## config.mk

```make
export PLATFORM = sky130hd
export DESIGN_NAME = npb_ports
export DESIGN_NICKNAME = d
export VERILOG_FILES = /design/src/logic/npb_pkg.sv /design/src/logic/npb_ports.sv
export VERILOG_INCLUDE_DIRS = /design/src /design/src/logic
export SDC_FILE = /design/constraint.sdc
export NUM_CORES = 1
export LEC_CHECK = 0
export BUFFER_PORTS_ARGS = -buffer_cell sky130_fd_sc_hd__buf_4
export CORE_MARGIN = 2
export CORE_UTILIZATION = 47
export CTS_CLUSTER_SIZE = 8
export DETAILED_ROUTE_END_ITERATION = 10
export PLACE_DENSITY = 0.75
export REMOVE_ABC_BUFFERS = 1
export SYNTH_ARGS = -nofsm -noshare
export SYNTH_HDL_FRONTEND = slang
export SYNTH_SLANG_ARGS = --single-unit
```

## constraint.sdc

```tcl
create_clock -name sys_clk_i -period 1.2 [get_ports sys_clk_i]
set_input_delay 0.18 -clock sys_clk_i [delete_from_list [all_inputs] [get_ports sys_clk_i]]
set_output_delay 0.18 -clock sys_clk_i [all_outputs]
set_load 0.1 [all_outputs]
```

## src/logic/npb_params.svh

```systemverilog
`ifndef NPB_PARAMS_SVH
`define NPB_PARAMS_SVH
// Data memory addresses (7 bits)
`define NPB_ADDR_PORT_E 7'h6E
`define NPB_ADDR_PORT_F 7'h6F
`define NPB_ADDR_PORT_D 7'h73
`define NPB_ADDR_PORT_C 7'h72
// Register file addresses (6 bits)
`define NPB_RF_FUNC_SEL 6'h0B
`define NPB_RF_GRP_PU 6'h0C
`define NPB_RF_D_PU 6'h0D
`define NPB_RF_C_ANALOG 6'h1B
`define NPB_RF_C_DIR 6'h1C
`define NPB_RF_D_DIR 6'h2B
`define NPB_RF_GRP_DIR 6'h2C
// Field positions
`define NPB_BIT_SERIAL_SEL 0
`define NPB_BIT_TIMER1_SEL 3
`define NPB_BIT_GROUP_E 2
// Reset values
`define NPB_RST_NIBBLE 4'h0
`define NPB_RST_TIMER1_OUT 1'b1
`endif

```

## src/logic/npb_pkg.sv

```systemverilog
package npb_pkg;
   typedef struct packed {
      logic we;
      logic re;
      logic [6:0] addr;
      logic [3:0] wdata;
   } npb_dm_req_s;
   typedef struct packed {
      logic we;
      logic re;
      logic [5:0] addr;
      logic [3:0] wdata;
   } npb_rf_req_s;
   typedef struct packed {
      logic sck_out;
      logic so_out;
      logic sck_internal;
      logic t1_reset;
      logic t1_match;
   } npb_periph_s;
   typedef struct packed {
      logic [3:0] c_latch;
      logic [3:0] c_dir;
      logic [3:0] c_analog;
      logic [3:0] d_latch;
      logic [3:0] d_dir;
      logic [3:0] d_pu;
      logic [3:0] func_sel;
      logic [3:0] grp_pu;
      logic [3:0] grp_dir;
      logic [3:0] e_latch;
      logic t1_out;
      logic [3:0] dm_rdata;
      logic [3:0] rf_rdata;
      logic [3:0] c_pin_o;
      logic [3:0] c_oe;
      logic [3:0] d_oe;
      logic [3:0] e_oe;
      logic [3:0] d_pu_en;
      logic [3:0] e_pu_en;
      logic [3:0] adc_en;
      logic vref_sel;
      logic standby_release;
      logic serial_in;
      logic sck_in;
   } npb_state_s;
endpackage

```

## src/logic/npb_ports.sv

```systemverilog
// Summary of operation
// - Port D is a 4-bit open-drain latched port at data address 73H.
// - Port D per-pin direction in PORT_D_DIRECTION_BITS; zero reads pin level.
// - Port D direction one drives latch; read returns latch.
// - Port D per-pin pull-up enable in PORT_D_PULLUP_BITS.
// - Reset clears port D direction and latch, all inputs.
// - Direction change to input keeps port D latch.
// - PORT_D_FUNCTION_SELECT bit 0 maps D0..D2 to serial clock, out, in.
// - PORT_D_FUNCTION_SELECT bit 3 puts timer-1 toggle output on D3.
// - Alternate-mode reads: latch or pin depending on function.
// - Port E is 4-bit open-drain latched port at 6EH.
// - GROUP_DIRECTION_CONTROL bit 2 sets port E group direction and read source.
// - GROUP_PULLUP_CONTROL bit 2 enables all port E pull-ups.
// - Reset clears port E direction and latch.
// - Port F read at 6FH gives pins low, zeros high.
// - Writes to port F have no effect.
// - Any analog select makes F1 reference; bit 1 reads zero.
// - Port F pin 0 feeds the standby release signal.
// - Analog-selected port C pins keep latch writes, reads and drive.
// - Port C direction in 1CH, analog select in 1BH, reset cleared.
`timescale 1ns/1ps
`default_nettype none
`include "npb_params.svh"
module npb_ports (
   // Clock and reset
   input wire logic sys_clk_i,
   input wire logic srst_i,
   // Data memory and register file access
   input wire npb_pkg::npb_dm_req_s dm_req_i,
   input wire npb_pkg::npb_rf_req_s rf_req_i,
   output logic [3:0] dm_rdata_o,
   output logic [3:0] rf_rdata_o,
   // Peripheral hooks
   input wire npb_pkg::npb_periph_s periph_i,
   output logic serial_in_o,
   output logic sck_in_o,
   output logic standby_release_o,
   output logic vref_sel_o,
   output logic [3:0] adc_en_o,
   // Port C pins (push-pull)
   input wire logic [3:0] port_c_i,
   output logic [3:0] port_c_o,
   output logic [3:0] port_c_oe_o,
   // Port D pins (open-drain, output held low)
   input wire logic [3:0] port_d_i,
   output logic [3:0] port_d_o,
   output logic [3:0] port_d_oe_o,
   output logic [3:0] port_d_pu_o,
   // Port E pins (open-drain)
   input wire logic [3:0] port_e_i,
   output logic [3:0] port_e_o,
   output logic [3:0] port_e_oe_o,
   output logic [3:0] port_e_pu_o,
   // Port F pins
   input wire logic [1:0] port_f_i
);
   import npb_pkg::*;

   npb_state_s state_reg;
   npb_state_s state_next;
   logic [3:0] d_drive;
   logic [3:0] d_read;
   logic [3:0] c_read;
   logic [3:0] e_read;
   logic [3:0] f_read;
   logic serial_on;
   logic timer_on;
   logic e_dir;

   always_comb begin
      serial_on = state_reg.func_sel[`NPB_BIT_SERIAL_SEL];
      timer_on = state_reg.func_sel[`NPB_BIT_TIMER1_SEL];
      e_dir = state_reg.grp_dir[`NPB_BIT_GROUP_E];
      // Value presented to each port D driver
      d_drive = state_reg.d_latch;
      if (serial_on) begin
         d_drive[0] = state_reg.func_sel[`NPB_BIT_SERIAL_SEL] ? periph_i.sck_out : state_reg.d_latch[0];
         d_drive[1] = periph_i.so_out;
      end
      if (timer_on) begin
         d_drive[3] = state_reg.t1_out;
      end
      // Port D read-back
      for (int i = 0; i < 4; i++) begin
         d_read[i] = state_reg.d_dir[i] ? state_reg.d_latch[i] : port_d_i[i];
      end
      if (serial_on) begin
         d_read[0] = periph_i.sck_internal ? state_reg.d_latch[0] : port_d_i[0];
         d_read[1] = state_reg.d_latch[1];
         d_read[2] = port_d_i[2];
      end
      if (timer_on) begin
         d_read[3] = state_reg.d_latch[3];
      end
      // Analog-selected C pins still read the latch
      for (int i = 0; i < 4; i++) begin
         c_read[i] = (state_reg.c_dir[i] || state_reg.c_analog[i]) ? state_reg.c_latch[i] : port_c_i[i];
      end
      e_read = e_dir ? state_reg.e_latch : port_e_i;
      f_read = {2'b00, (|state_reg.c_analog) ? 1'b0 : port_f_i[1], port_f_i[0]};

      state_next = state_reg;
      // Data memory writes; port F has no write path
      if (dm_req_i.we) begin
         case (dm_req_i.addr)
            `NPB_ADDR_PORT_D: state_next.d_latch = dm_req_i.wdata;
            `NPB_ADDR_PORT_E: state_next.e_latch = dm_req_i.wdata;
            `NPB_ADDR_PORT_C: state_next.c_latch = dm_req_i.wdata;
            default: state_next.c_latch = state_reg.c_latch;
         endcase
      end
      // Register file writes; direction changes leave latches alone
      if (rf_req_i.we) begin
         case (rf_req_i.addr)
            `NPB_RF_FUNC_SEL: state_next.func_sel = rf_req_i.wdata;
            `NPB_RF_GRP_PU: state_next.grp_pu = rf_req_i.wdata;
            `NPB_RF_D_PU: state_next.d_pu = rf_req_i.wdata;
            `NPB_RF_C_ANALOG: state_next.c_analog = rf_req_i.wdata;
            `NPB_RF_C_DIR: state_next.c_dir = rf_req_i.wdata;
            `NPB_RF_D_DIR: state_next.d_dir = rf_req_i.wdata;
            `NPB_RF_GRP_DIR: state_next.grp_dir = rf_req_i.wdata;
            default: state_next.grp_dir = state_reg.grp_dir;
         endcase
      end
      // Timer-1 toggle: set at timer reset, else invert on each match; reset wins when both come in one cycle
      if (periph_i.t1_reset) begin
         state_next.t1_out = `NPB_RST_TIMER1_OUT;
      end else if (periph_i.t1_match) begin
         state_next.t1_out = ~state_reg.t1_out;
      end
      // Read data registered, one cycle latency
      state_next.dm_rdata = 4'h0;
      if (dm_req_i.re) begin
         case (dm_req_i.addr)
            `NPB_ADDR_PORT_D: state_next.dm_rdata = d_read;
            `NPB_ADDR_PORT_E: state_next.dm_rdata = e_read;
            `NPB_ADDR_PORT_F: state_next.dm_rdata = f_read;
            `NPB_ADDR_PORT_C: state_next.dm_rdata = c_read;
            default: state_next.dm_rdata = 4'h0;
         endcase
      end
      state_next.rf_rdata = 4'h0;
      if (rf_req_i.re) begin
         case (rf_req_i.addr)
            `NPB_RF_FUNC_SEL: state_next.rf_rdata = state_reg.func_sel;
            `NPB_RF_GRP_PU: state_next.rf_rdata = state_reg.grp_pu;
            `NPB_RF_D_PU: state_next.rf_rdata = state_reg.d_pu;
            `NPB_RF_C_ANALOG: state_next.rf_rdata = state_reg.c_analog;
            `NPB_RF_C_DIR: state_next.rf_rdata = state_reg.c_dir;
            `NPB_RF_D_DIR: state_next.rf_rdata = state_reg.d_dir;
            `NPB_RF_GRP_DIR: state_next.rf_rdata = state_reg.grp_dir;
            default: state_next.rf_rdata = 4'h0;
         endcase
      end
      // Pin drivers: open-drain enables pull low only when driving zero
      state_next.c_pin_o = state_reg.c_latch;
      state_next.c_oe = state_reg.c_dir;
      for (int i = 0; i < 4; i++) begin
         state_next.d_oe[i] = state_reg.d_dir[i] & ~d_drive[i];
         state_next.e_oe[i] = e_dir & ~state_reg.e_latch[i];
      end
      // Serial and timer outputs drive regardless of the direction bit
      if (serial_on) begin
         state_next.d_oe[0] = periph_i.sck_internal ? ~d_drive[0] : 1'b0;
         state_next.d_oe[1] = ~d_drive[1];
         state_next.d_oe[2] = 1'b0;
      end
      if (timer_on) begin
         state_next.d_oe[3] = ~d_drive[3];
      end
      state_next.d_pu_en = state_reg.d_pu;
      state_next.e_pu_en = {4{state_reg.grp_pu[`NPB_BIT_GROUP_E]}};
      state_next.adc_en = state_reg.c_analog;
      state_next.vref_sel = |state_reg.c_analog;
      state_next.standby_release = port_f_i[0];
      state_next.serial_in = port_d_i[2];
      state_next.sck_in = port_d_i[0];

      if (srst_i) begin
         state_next = '0;
         state_next.t1_out = `NPB_RST_TIMER1_OUT;
      end
   end

   always_ff @(posedge sys_clk_i) begin
      state_reg <= state_next;
   end

   assign dm_rdata_o = state_reg.dm_rdata;
   assign rf_rdata_o = state_reg.rf_rdata;
   assign serial_in_o = state_reg.serial_in;
   assign sck_in_o = state_reg.sck_in;
   assign standby_release_o = state_reg.standby_release;
   assign vref_sel_o = state_reg.vref_sel;
   assign adc_en_o = state_reg.adc_en;
   assign port_c_o = state_reg.c_pin_o;
   assign port_c_oe_o = state_reg.c_oe;
   assign port_d_o = 4'h0;
   assign port_d_oe_o = state_reg.d_oe;
   assign port_d_pu_o = state_reg.d_pu_en;
   assign port_e_o = 4'h0;
   assign port_e_oe_o = state_reg.e_oe;
   assign port_e_pu_o = state_reg.e_pu_en;
endmodule
`default_nettype wire

```

# ---- Word level (Yosys, flattened, before mapping)
# Index checks and enable logic that the tools add are counted.
dict set report word_totals {
  regBits 78
  inputBits 46
  out_inout_bits 48
  wordCells 94
}
dict set report op_classes {
  n_eq_ne 11
  mux 20
  bitwise_logic 19
  n_reduce_logical 19
}
# operator n
set ops {}
lappend ops {{$eq A7 B7 Y1 const B} 4}
lappend ops {{$pmux W4 S7} 1}
lappend ops {{$reduce_and A2 Y1} 10}
lappend ops {{$eq A6 B4 Y1 const B} 3}
lappend ops {{$pmux W4 S4} 1}
lappend ops {{$mux W1} 14}
lappend ops {{$eq A6 B5 Y1 const B} 2}
lappend ops {{$eq A6 B6 Y1 const B} 2}
lappend ops {{$not A1 Y1} 11}
lappend ops {{$and A1 B1 Y1} 8}
lappend ops {{$reduce_or A2 Y1} 4}
lappend ops {{$logic_or A1 B1 Y1} 4}
lappend ops {{$mux W2} 2}
lappend ops {{$mux W4} 1}
lappend ops {{$reduce_or A4 Y1} 1}
lappend ops {{$mux W3} 1}

# ---- Depth between registers and ports, before layout
# Gate-level depths: netlist (run 1).
dict set report logic_depth {
  depth_word 4
  ltp_mapped 6
  depth_no_buf 4
}

# ---- Least setup slack after synthesis (run 1)
# OpenSTA, ideal clock, no wires.
dict set report synth_path {
  kind {reg2reg}
  from {reg state_reg, in the netlist e_dir}
  to {reg state_reg, in the netlist dm_rdata_o[1]}
  arrival_ns 1.211
  t_required_ns 1.084
  setup_slack_ns -0.126
  path_stages_with_launch 6
  period_less_slack_ns 1.326
  path_cell_list {dfxtp_1 > clkbuf_1 > mux2_2 > a21oi_1 > o21ai_0 > and3_1}
}
dict set report synth_between {
  elab_chain_len 2
}
# item line_no
set synth_lines {}
lappend synth_lines {{start: declaration} npb_ports.sv:59} ;# npb_state_s state_reg;
lappend synth_lines {{start signal: assignment} npb_ports.sv:186} ;# state_reg <= state_next;
lappend synth_lines {{$mux W4} npb_ports.sv:99} ;# e_read = e_dir ? state_reg.e_latch : port_e_i;
lappend synth_lines {{$pmux W4 S4} npb_ports.sv:134} ;# case (dm_req_i.addr)
# Every way passes these cells.
# A chain may end at the register's enable or synchronous reset.

# ---- Worst setup path in the final report (run 1)
dict set report layout_path {
  from {reg state_reg[69] (netlist name)}
  to {reg state_reg, in the netlist dm_rdata_o[0]}
}
dict set report layout_between {
  elab_chain_len 3
}
# item line_no
set layout_lines {}
lappend layout_lines {{$logic_or A1 B1 Y1} npb_ports.sv:97} ;# c_read[i] = (state_reg.c_dir[i] || state_reg.c_analog[i]) ? state_reg.c_latch[i] : port_c_i[i];
lappend layout_lines {{$mux W1} npb_ports.sv:97}
lappend layout_lines {{$pmux W4 S4} npb_ports.sv:134}
# Every way passes these cells.

==> impl_metrics.tcl, run 1 <==
set metrics [dict create \
    status "finished, violations left" \
    violations_in_the_final_reports "negative setup slack" \
    boundaryPins 94 \
    setup_repair_after_global_routing_missed_its_margin "yes" \
    die_width_um 91.0 \
    final_instance_count_excl_fillers 535 \
    largest_register_ffs 38 \
    drc_errors 0 \
    grt_start_max_net_pins 30 \
    design.die.area_um2 8270 \
    final_period_minus_worst_setup_slack_ns 1.21 \
    initial_utilization 0.487 \
    drtPass1Iterations 4 \
    io_buffers 85 \
    grt_overflow_total 0 \
    route.detailed.vias_per_inst 5.02 \
    crit_fanout 3 \
    clock_path_buffers 2 \
    grt_antenna_before_repair 0 \
    worst_ir_drop_vdd_mv 0.540 \
    clk_latency_ns 0.34 \
    ys_ff_latch 78 \
    cts_hold_buf 0 \
    die_h_um 91.0 \
    netlist_top_cells_area "sky130_fd_sc_hd__dfxtp_1 (44%), sky130_fd_sc_hd__mux2i_1 (14%), sky130_fd_sc_hd__buf_4 (9.5%)" \
    core_area_um2 7290 \
    clock_sink_count 78 \
    average_footprint_of_a_synthesized_cell_um2 9.82 \
    gr-usage-all-layers 0.192 \
    final-setup-viol-count 1 \
    placed_cells_incl_taps 520 \
    worst-endpoint-required_ns 1.42 \
    r2r_cells 4 \
    drt_iter0_markers 165 \
    critPathKind "flop to flop" \
    routability_driven_placement_congestion_ratio 0.868 \
    synthesis.yosys.warnings 0 \
    wl_final_um 7950 \
    ys_async_sr_fraction 0 \
    finalHoldViolations 0 \
    antenna-diode-count 0 \
    numCtsBuffers 9 \
    htree_levels 3 \
    layout_worst_path_cycle_share 1.01 \
    crit_path_start_kind "flop" \
    total_leakage_power_nw 2.05 \
    avgRoutedWirePerCell_um 14.9 \
    clk_pin_slew_worst_paths_ns 0.08 \
    placementRows 31 \
    clock_tree.root_cell "sky130_fd_sc_hd__clkbuf_8" \
    first_pass_grt_wire_length_um 12600 \
    synth-edff-count 0 \
    hold_class "input pin to flop" \
    achievable-frequency_mhz 828 \
    max_cap_viol_count 0 \
    worst_clock_skew_ns 0.00906 \
    synthesis.area_um2 3550 \
    dpl_cell_area_um2 4150 \
    arrival_ns 1.43 \
    yosys.area.top_type_share 0.439 \
    area.growth.synth_to_final_pct 24.6 \
    via_count_of_the_first_global_routing_pass 2570 \
    tritoncts "yes" \
    syn_inst 362 \
    cell_taking_the_most_area_after_synthesis "sky130_fd_sc_hd__dfxtp_1" \
    synth.yosys.seq_area_share 0.439 \
    fraction_of_final_layout_cells_with_drive_strength_greater_than_1 0.376 \
    timing.hold.worst_path_depth 2 \
    vias 2687 \
    synth_ff_type "sky130_fd_sc_hd__dfxtp_1" \
    preCtsSetupSlack_ns -0.291 \
    final_critical_path_setup_slack_ns -0.00778 \
    finalPower_mw 4.92 \
    finish.utilization 0.607 \
    maxSlewViolCount 0 \
    finish.net_count 478 \
    detail-route-antenna-nets 0 \
    yosys.cell_types.count 47 \
    layout.cell_area.non_filler_um2 4430 \
    cellPowerDensity_nw_per_um2 1110 \
    dp_wirelength_um 5870 \
    crit_path_end_kind "flop" \
]
==> synthesized netlist by cell type, types with 5 or more instances <==
| library cell | number |
|---|---|
| sky130_fd_sc_hd__dfxtp_1 | 78 |
| sky130_fd_sc_hd__nor2_1 | 58 |
| sky130_fd_sc_hd__mux2i_1 | 48 |
| sky130_fd_sc_hd__buf_4 | 45 |
| sky130_fd_sc_hd__nor2b_1 | 20 |
| sky130_fd_sc_hd__mux2_2 | 13 |
| sky130_fd_sc_hd__nand3_1 | 10 |
| sky130_fd_sc_hd__a22oi_1 | 9 |
| sky130_fd_sc_hd__clkbuf_1 | 9 |
| sky130_fd_sc_hd__a21oi_1 | 8 |
| sky130_fd_sc_hd__buf_2 | 5 |
| sky130_fd_sc_hd__nand2_1 | 5 |
==> what timing repair did <==
item,4_1_cts,5_1_grt
gates cloned,0,0
endpoints found under the setup margin,9,14
buffers inserted,0,0
gates resized for setup,7,21
pin swaps,0,6
==> critical path, stage by stage (launching register included) <==
cell and delay, ns:
sky130_fd_sc_hd__dfxtp_1 0.34, sky130_fd_sc_hd__nor2_2 0.15, sky130_fd_sc_hd__mux2_2 0.36, sky130_fd_sc_hd__a32oi_2 0.18, sky130_fd_sc_hd__a21oi_2 0.08
==> worst paths after layout <==
check	start	endpoint	slack (ns)
worst max register to register	state_reg[69]	dm_rdata_o[0]	-0.008
worst min register to register	state_reg[42]	port_e_oe_o[1]	0.44
worst max-delay path	state_reg[69]	dm_rdata_o[0]	-0.008
worst min-delay path	periph_i[1]	state_reg[40]	0.03
==> placed cells by master (no fill, tap or decap), types with 4 or more instances in the layout <==
master                      netlist  final
sky130_fd_sc_hd__nand2_1          5      5
sky130_fd_sc_hd__inv_1            4      4
sky130_fd_sc_hd__mux2i_1         48     47
sky130_fd_sc_hd__clkbuf_8         0     11
sky130_fd_sc_hd__nor2b_1         20     20
sky130_fd_sc_hd__buf_4           45    107
sky130_fd_sc_hd__a22oi_1          9      8
sky130_fd_sc_hd__o2bb2ai_1        4      4
sky130_fd_sc_hd__dfxtp_1         78     73
sky130_fd_sc_hd__nor2_1          58     57
sky130_fd_sc_hd__nor3b_1          4      4
sky130_fd_sc_hd__buf_6            0      4
sky130_fd_sc_hd__a21oi_1          8      6
sky130_fd_sc_hd__mux2_2          13     10
sky130_fd_sc_hd__conb_1           1      8
sky130_fd_sc_hd__nand3_1         10     10
==> logic make-up after synthesis <==
logic type	Yosys count	synth area share
simple gates	126	0.205
flops	78	0.439
buf+inv	65	0.118
mux	61	0.176
compound gates	30	0.0574
xor+xnor	1	0.00247
other cells	1	0.00106
==> per-layer routing <==
layer	global-route usage	part of all wire	vias up
met5	0	0	-
met4	0.0707	0.019	0
met3	0.0365	0.051	15
met2	0.298	0.49	80
met1	0.265	0.44	1266
li1	-	-	1326
==> per-stage QoR <==
step | hold WS (ns) | setup TNS (ns)
after floorplan | 0.252 | -7.40
after global placement | 0.365 | -6.09
after detailed placement | 0.378 | -7.43
after CTS | 0.0251 | -0.0889
after global routing | 0.0215 | -0.113
final | 0.0300 | -0.00778
==> area by class of cell <==
type	count	area, um^2
fill	621	2860
multi-input combinational	226	1660
sequential	78	1570
timing repair buffer	113	878
clock buffer	11	151
tap	99	124
clock inverter	4	22.5
inverter	4	15.0
==> power by group <==
part,switching [mW],internal [mW],leakage (nW),total [mW]
logic,0.352,0.211,1.32,0.563
clock network,0.912,0.842,0.0910,1.75
registers,0.00777,2.60,0.632,2.60
Power figures use the tool's default switching activity.
==> inputs of run 2 (changes only) <==
Settings changed: BUFFER_PORTS_ARGS -buffer_cell sky130_fd_sc_hd__buf_4 to unset, CORE_UTILIZATION 47 to 50, DONT_BUFFER_PORTS set to 1, PLACE_DENSITY 0.75 to 0.68.
==> impl_metrics.tcl, run 2 (synthesis results as in run 1) <==
set metrics [dict create \
    die_h_um 88.3 \
    io_buffers 0 \
    layout_common_cells "sky130_fd_sc_hd__dfxtp_1 (71), sky130_fd_sc_hd__buf_4 (57), sky130_fd_sc_hd__nor2_1 (54), sky130_fd_sc_hd__mux2i_1 (47), sky130_fd_sc_hd__nor2b_1 (18)" \
    gr-usage-all-layers 0.201 \
    placementRows 30 \
    logic_depth_of_the_worst_setup_path_including_buffers 1 \
    setup_repair_after_global_routing_missed_its_margin "yes" \
    arrival_ns 1.07 \
    cts_hold_buf 17 \
    cpLargestDelayFamily "flip-flops" \
    hold_class "input pin to flop" \
    detail-route-antenna-nets 0 \
    most_common_library_cell_in_the_layout_ignoring_fill_and_taps "sky130_fd_sc_hd__dfxtp_1" \
    r2r_cells 2 \
    achievable-frequency_mhz 799 \
    finish.net_count 441 \
    crit_slowest_cell "sky130_fd_sc_hd__dfxtp_4" \
    critPathKind "flop to primary output" \
    htree_levels 3 \
    initial_utilization 0.520 \
    vias 2533 \
    drc_errors 0 \
    drt_iter0_markers 141 \
    violations_in_the_final_reports "negative hold slack, negative setup slack" \
    status "finished, violations left" \
    worst_clock_skew_ns 0.00934 \
    boundaryPins 94 \
    wl_final_um 7550 \
    grt_antenna_before_repair 0 \
    final-setup-viol-count 4 \
    routability_driven_placement_congestion_ratio 0.939 \
    clk_pin_slew_worst_paths_ns 0.08 \
    crit_fanout 4 \
    core_area_um2 6830 \
    finalPower_mw 4.80 \
    timing.hold.worst_path_depth 1 \
    avgRoutedWirePerCell_um 15.2 \
    area.growth.synth_to_final_pct 18.3 \
    max_cap_viol_count 0 \
    worst-endpoint-required_ns 1.02 \
    clock_tree.root_cell "sky130_fd_sc_hd__clkbuf_8" \
    crit_path_start_kind "flop" \
    path_buf_inv 1 \
    crit_path_end_kind "primary output" \
    clock_path_buffers 2 \
    clock_sink_count 78 \
    timing.setup.tns_ns -0.206 \
    die_width_um 88.3 \
    drtPass1Iterations 4 \
    total_leakage_power_nw 1.91 \
    layout.cell_area.non_filler_um2 4200 \
    grt_overflow_total 0 \
    dpl_cell_area_um2 3750 \
    via_count_of_the_first_global_routing_pass 2401 \
    numCtsBuffers 9 \
    layout_worst_path_cycle_share 1.04 \
    finish.utilization 0.615 \
    largest_register_ffs 38 \
    fin_worst_hold_slack_ns -0.0984 \
    clk_latency_ns 0.35 \
    tritoncts "yes" \
    finalHoldViolations 50 \
    final_period_minus_worst_setup_slack_ns 1.25 \
    maxSlewViolCount 0 \
    worst_ir_drop_vdd_mv 0.939 \
    route.detailed.vias_per_inst 5.11 \
    dp_wirelength_um 5420 \
    first_pass_grt_wire_length_um 12000 \
    design.die.area_um2 7800 \
    final_critical_path_setup_slack_ns -0.0518 \
    worstPathCellList "buf_16" \
    cellPowerDensity_nw_per_um2 1140 \
    fraction_of_final_layout_cells_with_drive_strength_greater_than_1 0.288 \
    antenna-diode-count 0 \
    critical-path-max-stage-delay_ns 0.36 \
    grt_start_max_net_pins 70 \
]
[run 2: routing by layer]
layer | vias to the layer above | global-route usage | part of all wire
met5 | - | 0 | 0
met4 | 0 | 0.0813 | 0.018
met3 | 16 | 0.0494 | 0.052
met2 | 73 | 0.305 | 0.46
met1 | 1177 | 0.276 | 0.47
li1 | 1267 | - | -
[run 2: metrics by stage]
step                setup WS (ns)  instances
floorplan                   -1.82        308
detailed placement         -0.120        462
finish                    -0.0518        496
global route              -0.0818        496
CTS                       -0.0615        495
global placement           -0.121        462
[run 2: report_power, final]
part,total [mW],internal (mW),switching [mW],leakage [nW]
clock,1.87,0.957,0.914,0.100
sequential,2.60,2.59,0.00778,0.634
combinational,0.324,0.103,0.221,1.18
total,4.80,3.65,1.14,1.91
[run 2: final timing paths]
path                   from  slack, ns              to
min                  srst_i       -0.1   state_reg[59]
max reg2reg   state_reg[69]       0.03     adc_en_o[0]
min reg2reg   state_reg[44]       0.45  port_e_oe_o[3]
max          port_e_pu_o[0]      -0.05  port_e_pu_o[3]
[run 2: area by class of cell]
cell class	count	area [um^2]
timing repair buffer	76	637
inverter	4	15.0
fill	601	2630
clock buffer	10	128
tap	96	120
clock inverter	6	62.6
sequential	78	1580
multi-input combinational	226	1660
[run 2: timing repair]
item	4_1_cts	5_1_grt
cloned	0	0
setup endpoints to repair	9	13
pin swaps	0	5
buffers inserted	0	1
gates resized for setup	7	20
endpoints found under the hold margin	66	50
==> inputs of run 3 (changes only) <==
Settings changed: ABC_AREA set to 1, CTS_CLUSTER_SIZE 8 to 14.
==> impl_metrics.tcl, run 3 <==
set metrics [dict create \
    path_buf_inv 1 \
    crit_path_end_kind "primary output" \
    clk_latency_ns 0.35 \
    dp_wirelength_um 5900 \
    gr-usage-all-layers 0.221 \
    synth_ff_type "sky130_fd_sc_hd__dfxtp_1" \
    route.detailed.vias_per_inst 5.16 \
    final_instance_count_excl_fillers 579 \
    via_count_of_the_first_global_routing_pass 2794 \
    finalPower_mw 5.12 \
    tritoncts "yes" \
    arrival_ns 1.08 \
    io_buffers 0 \
    placed_cells_incl_taps 552 \
    fin_worst_hold_slack_ns 0.00813 \
    status "finished, violations left" \
    placementRows 30 \
    final-setup-viol-count 4 \
    ys_ff_latch 78 \
    preCtsSetupSlack_ns -0.0490 \
    synthesis.yosys.warnings 0 \
    cpLargestDelayFamily "buffers and inverters" \
    synth.yosys.seq_area_share 0.452 \
    numCtsBuffers 9 \
    setup_repair_after_global_routing_missed_its_margin "yes" \
    yosys.cell_types.count 25 \
    finalHoldViolations 0 \
    cellPowerDensity_nw_per_um2 1290 \
    ys_async_sr_fraction 0 \
    drtPass1Iterations 5 \
    maxSlewViolCount 0 \
    synthesis.area_um2 3450 \
    initial_utilization 0.511 \
    layout.cell_area.non_filler_um2 3980 \
    die_h_um 87.1 \
    worstPathCellList "buf_16" \
    post_cts.repair.setup_buffers 0 \
    netlist_top_cells_count "sky130_fd_sc_hd__dfxtp_1 (78), sky130_fd_sc_hd__nand2_1 (67), sky130_fd_sc_hd__nor2_1 (57)" \
    worst-endpoint-required_ns 1.02 \
    drc_errors 0 \
    core_area_um2 6760 \
    achievable-frequency_mhz 796 \
    drt_iter0_markers 172 \
    avgRoutedWirePerCell_um 14.1 \
    wl_final_um 8170 \
    clk_pin_slew_worst_paths_ns 0.07 \
    fillerInstances 630 \
    crit_slowest_cell "sky130_fd_sc_hd__buf_16" \
    fraction_of_final_layout_cells_with_drive_strength_greater_than_1 0.170 \
    final_period_minus_worst_setup_slack_ns 1.26 \
    grt_antenna_before_repair 0 \
    worst_clock_skew_ns 0.0115 \
    critical-path-max-stage-delay_ns 0.37 \
    dpl_cell_area_um2 3630 \
    final_critical_path_setup_slack_ns -0.0564 \
    crit_path_start_kind "flop" \
    yosysMostFrequentCell "sky130_fd_sc_hd__dfxtp_1" \
    crit_fanout 4 \
    boundaryPins 94 \
    synth-edff-count 0 \
    clock_sink_count 78 \
    htree_levels 3 \
    max_cap_viol_count 0 \
    routability_driven_placement_congestion_ratio 0.985 \
    area.growth.synth_to_final_pct 15.2 \
    grt_start_max_net_pins 39 \
    vias 2985 \
    hold_class "input pin to flop" \
    critPathKind "flop to primary output" \
    first_pass_grt_wire_length_um 13000 \
    largest_register_ffs 38 \
    most_common_library_cell_in_the_layout_ignoring_fill_and_taps "sky130_fd_sc_hd__dfxtp_1" \
    netlist_top_cells_area "sky130_fd_sc_hd__dfxtp_1 (45%), sky130_fd_sc_hd__buf_4 (9.6%), sky130_fd_sc_hd__nand2_1 (7.3%)" \
    clock_tree.root_cell "sky130_fd_sc_hd__clkbuf_8" \
    layout_common_cells "sky130_fd_sc_hd__dfxtp_1 (76), sky130_fd_sc_hd__nand2_1 (67), sky130_fd_sc_hd__nor2_1 (57), sky130_fd_sc_hd__buf_4 (54), sky130_fd_sc_hd__inv_1 (52)" \
    yosys.area.top_type_share 0.452 \
    antenna-diode-count 0 \
    grt_overflow_total 0 \
    worst_ir_drop_vdd_mv 0.619 \
    cell_taking_the_most_area_after_synthesis "sky130_fd_sc_hd__dfxtp_1" \
    clock_path_buffers 2 \
    die_width_um 87.1 \
    violations_in_the_final_reports "negative setup slack" \
    syn_inst 466 \
    finish.net_count 541 \
    layout_worst_path_cycle_share 1.05 \
    detail-route-antenna-nets 0 \
    total_leakage_power_nw 1.72 \
    average_footprint_of_a_synthesized_cell_um2 7.41 \
    design.die.area_um2 7590 \
]
[run 3: cell types whose count changed in the layout (fill, tap and decap cells not counted), moves of 5 or more]
cell,change
sky130_fd_sc_hd__dlygate4sd3_1,-6
sky130_fd_sc_hd__nor2b_1,-18
sky130_fd_sc_hd__inv_1,+48
sky130_fd_sc_hd__dfxtp_1,+5
sky130_fd_sc_hd__mux2_2,-11
sky130_fd_sc_hd__nand2_1,+62
sky130_fd_sc_hd__o21ai_0,+37
sky130_fd_sc_hd__nand3_1,+27
sky130_fd_sc_hd__mux2i_1,-47
sky130_fd_sc_hd__a22oi_1,-8
sky130_fd_sc_hd__a21oi_1,+39
sky130_fd_sc_hd__nand4_1,+7
[run 3: worst reg2reg max path: cells and delay by family, from the launching register on]
| family | cells | cell delay [ns] |
|---|---|---|
| flops | 1 | 0.34 |
| compound gates | 1 | 0.24 |
| simple gates | 4 | 0.31 |
| buf+inv | 1 | 0.13 |
[run 3: through the flow]
step | util | TNS, ns
6_report | 0.589 | -0.225
5_1_grt | 0.589 | -0.344
4_1_cts | 0.589 | -0.249
3_5_place_dp | 0.537 | -0.0530
3_3_place_gp | 0.537 | -0.0377
2_1_floorplan | - | -8.10
[run 3: path summary, 6_finish.rpt]
kind / cells past startpoint / end / slack, ns / startpoint
max: 1 / port_e_pu_o[0] / -0.06 / port_e_pu_o[0]
min: 2 / state_reg[78] / 0.008 / dm_req_i[12]
max reg2reg: 6 / dm_rdata_o[0] / 0.13 / e_dir
min reg2reg: 1 / port_e_oe_o[0] / 0.42 / state_reg[41]
[run 3: cells by family (layout without fill, tap and decap cells)]
group	Yosys count	count (layout)	synth area share
compound gates	91	91	0.136
xor+xnor	1	1	0.00254
flops	78	78	0.452
buf+inv	109	135	0.168
other cells	1	8	0.00109
simple gates	186	186	0.241
[run 3: power by group]
group          internal (mW)  switching [mW]
combinational          0.113           0.348
sequential              2.60          0.0105
clock                   1.12           0.926
total                   3.83            1.28
[run 3: layout make-up]
| type | instances | area [um^2] | area share |
|---|---|---|---|
| flip-flops and latches | 78 | 1570 | 0.394 |
| well taps | 80 | 100 | 0.0252 |
| inverters | 53 | 199 | 0.0500 |
| multi-input cells | 286 | 1340 | 0.337 |
| repair buffers | 67 | 563 | 0.142 |
| clock buffers | 12 | 165 | 0.0415 |
| clock inverters | 3 | 42.5 | 0.0107 |
[run 3: repair_timing]
| action | in CTS | in global routing |
|---|---|---|
| hold buffers | 12 | 0 |
| gates resized for setup | 2 | 3 |
| pin swaps | 0 | 0 |
| hold endpoints to repair | 38 | 0 |
| endpoints found under the setup margin | 6 | 6 |
[run 3: layer usage]
layer  track usage  part of all wire  vias to the layer above
li1              -                 -                     1512
met1         0.286              0.46                     1345
met2         0.355              0.45                      111
met3        0.0531             0.071                       17
met4        0.0909             0.021                        0
met5             0                 0                        -
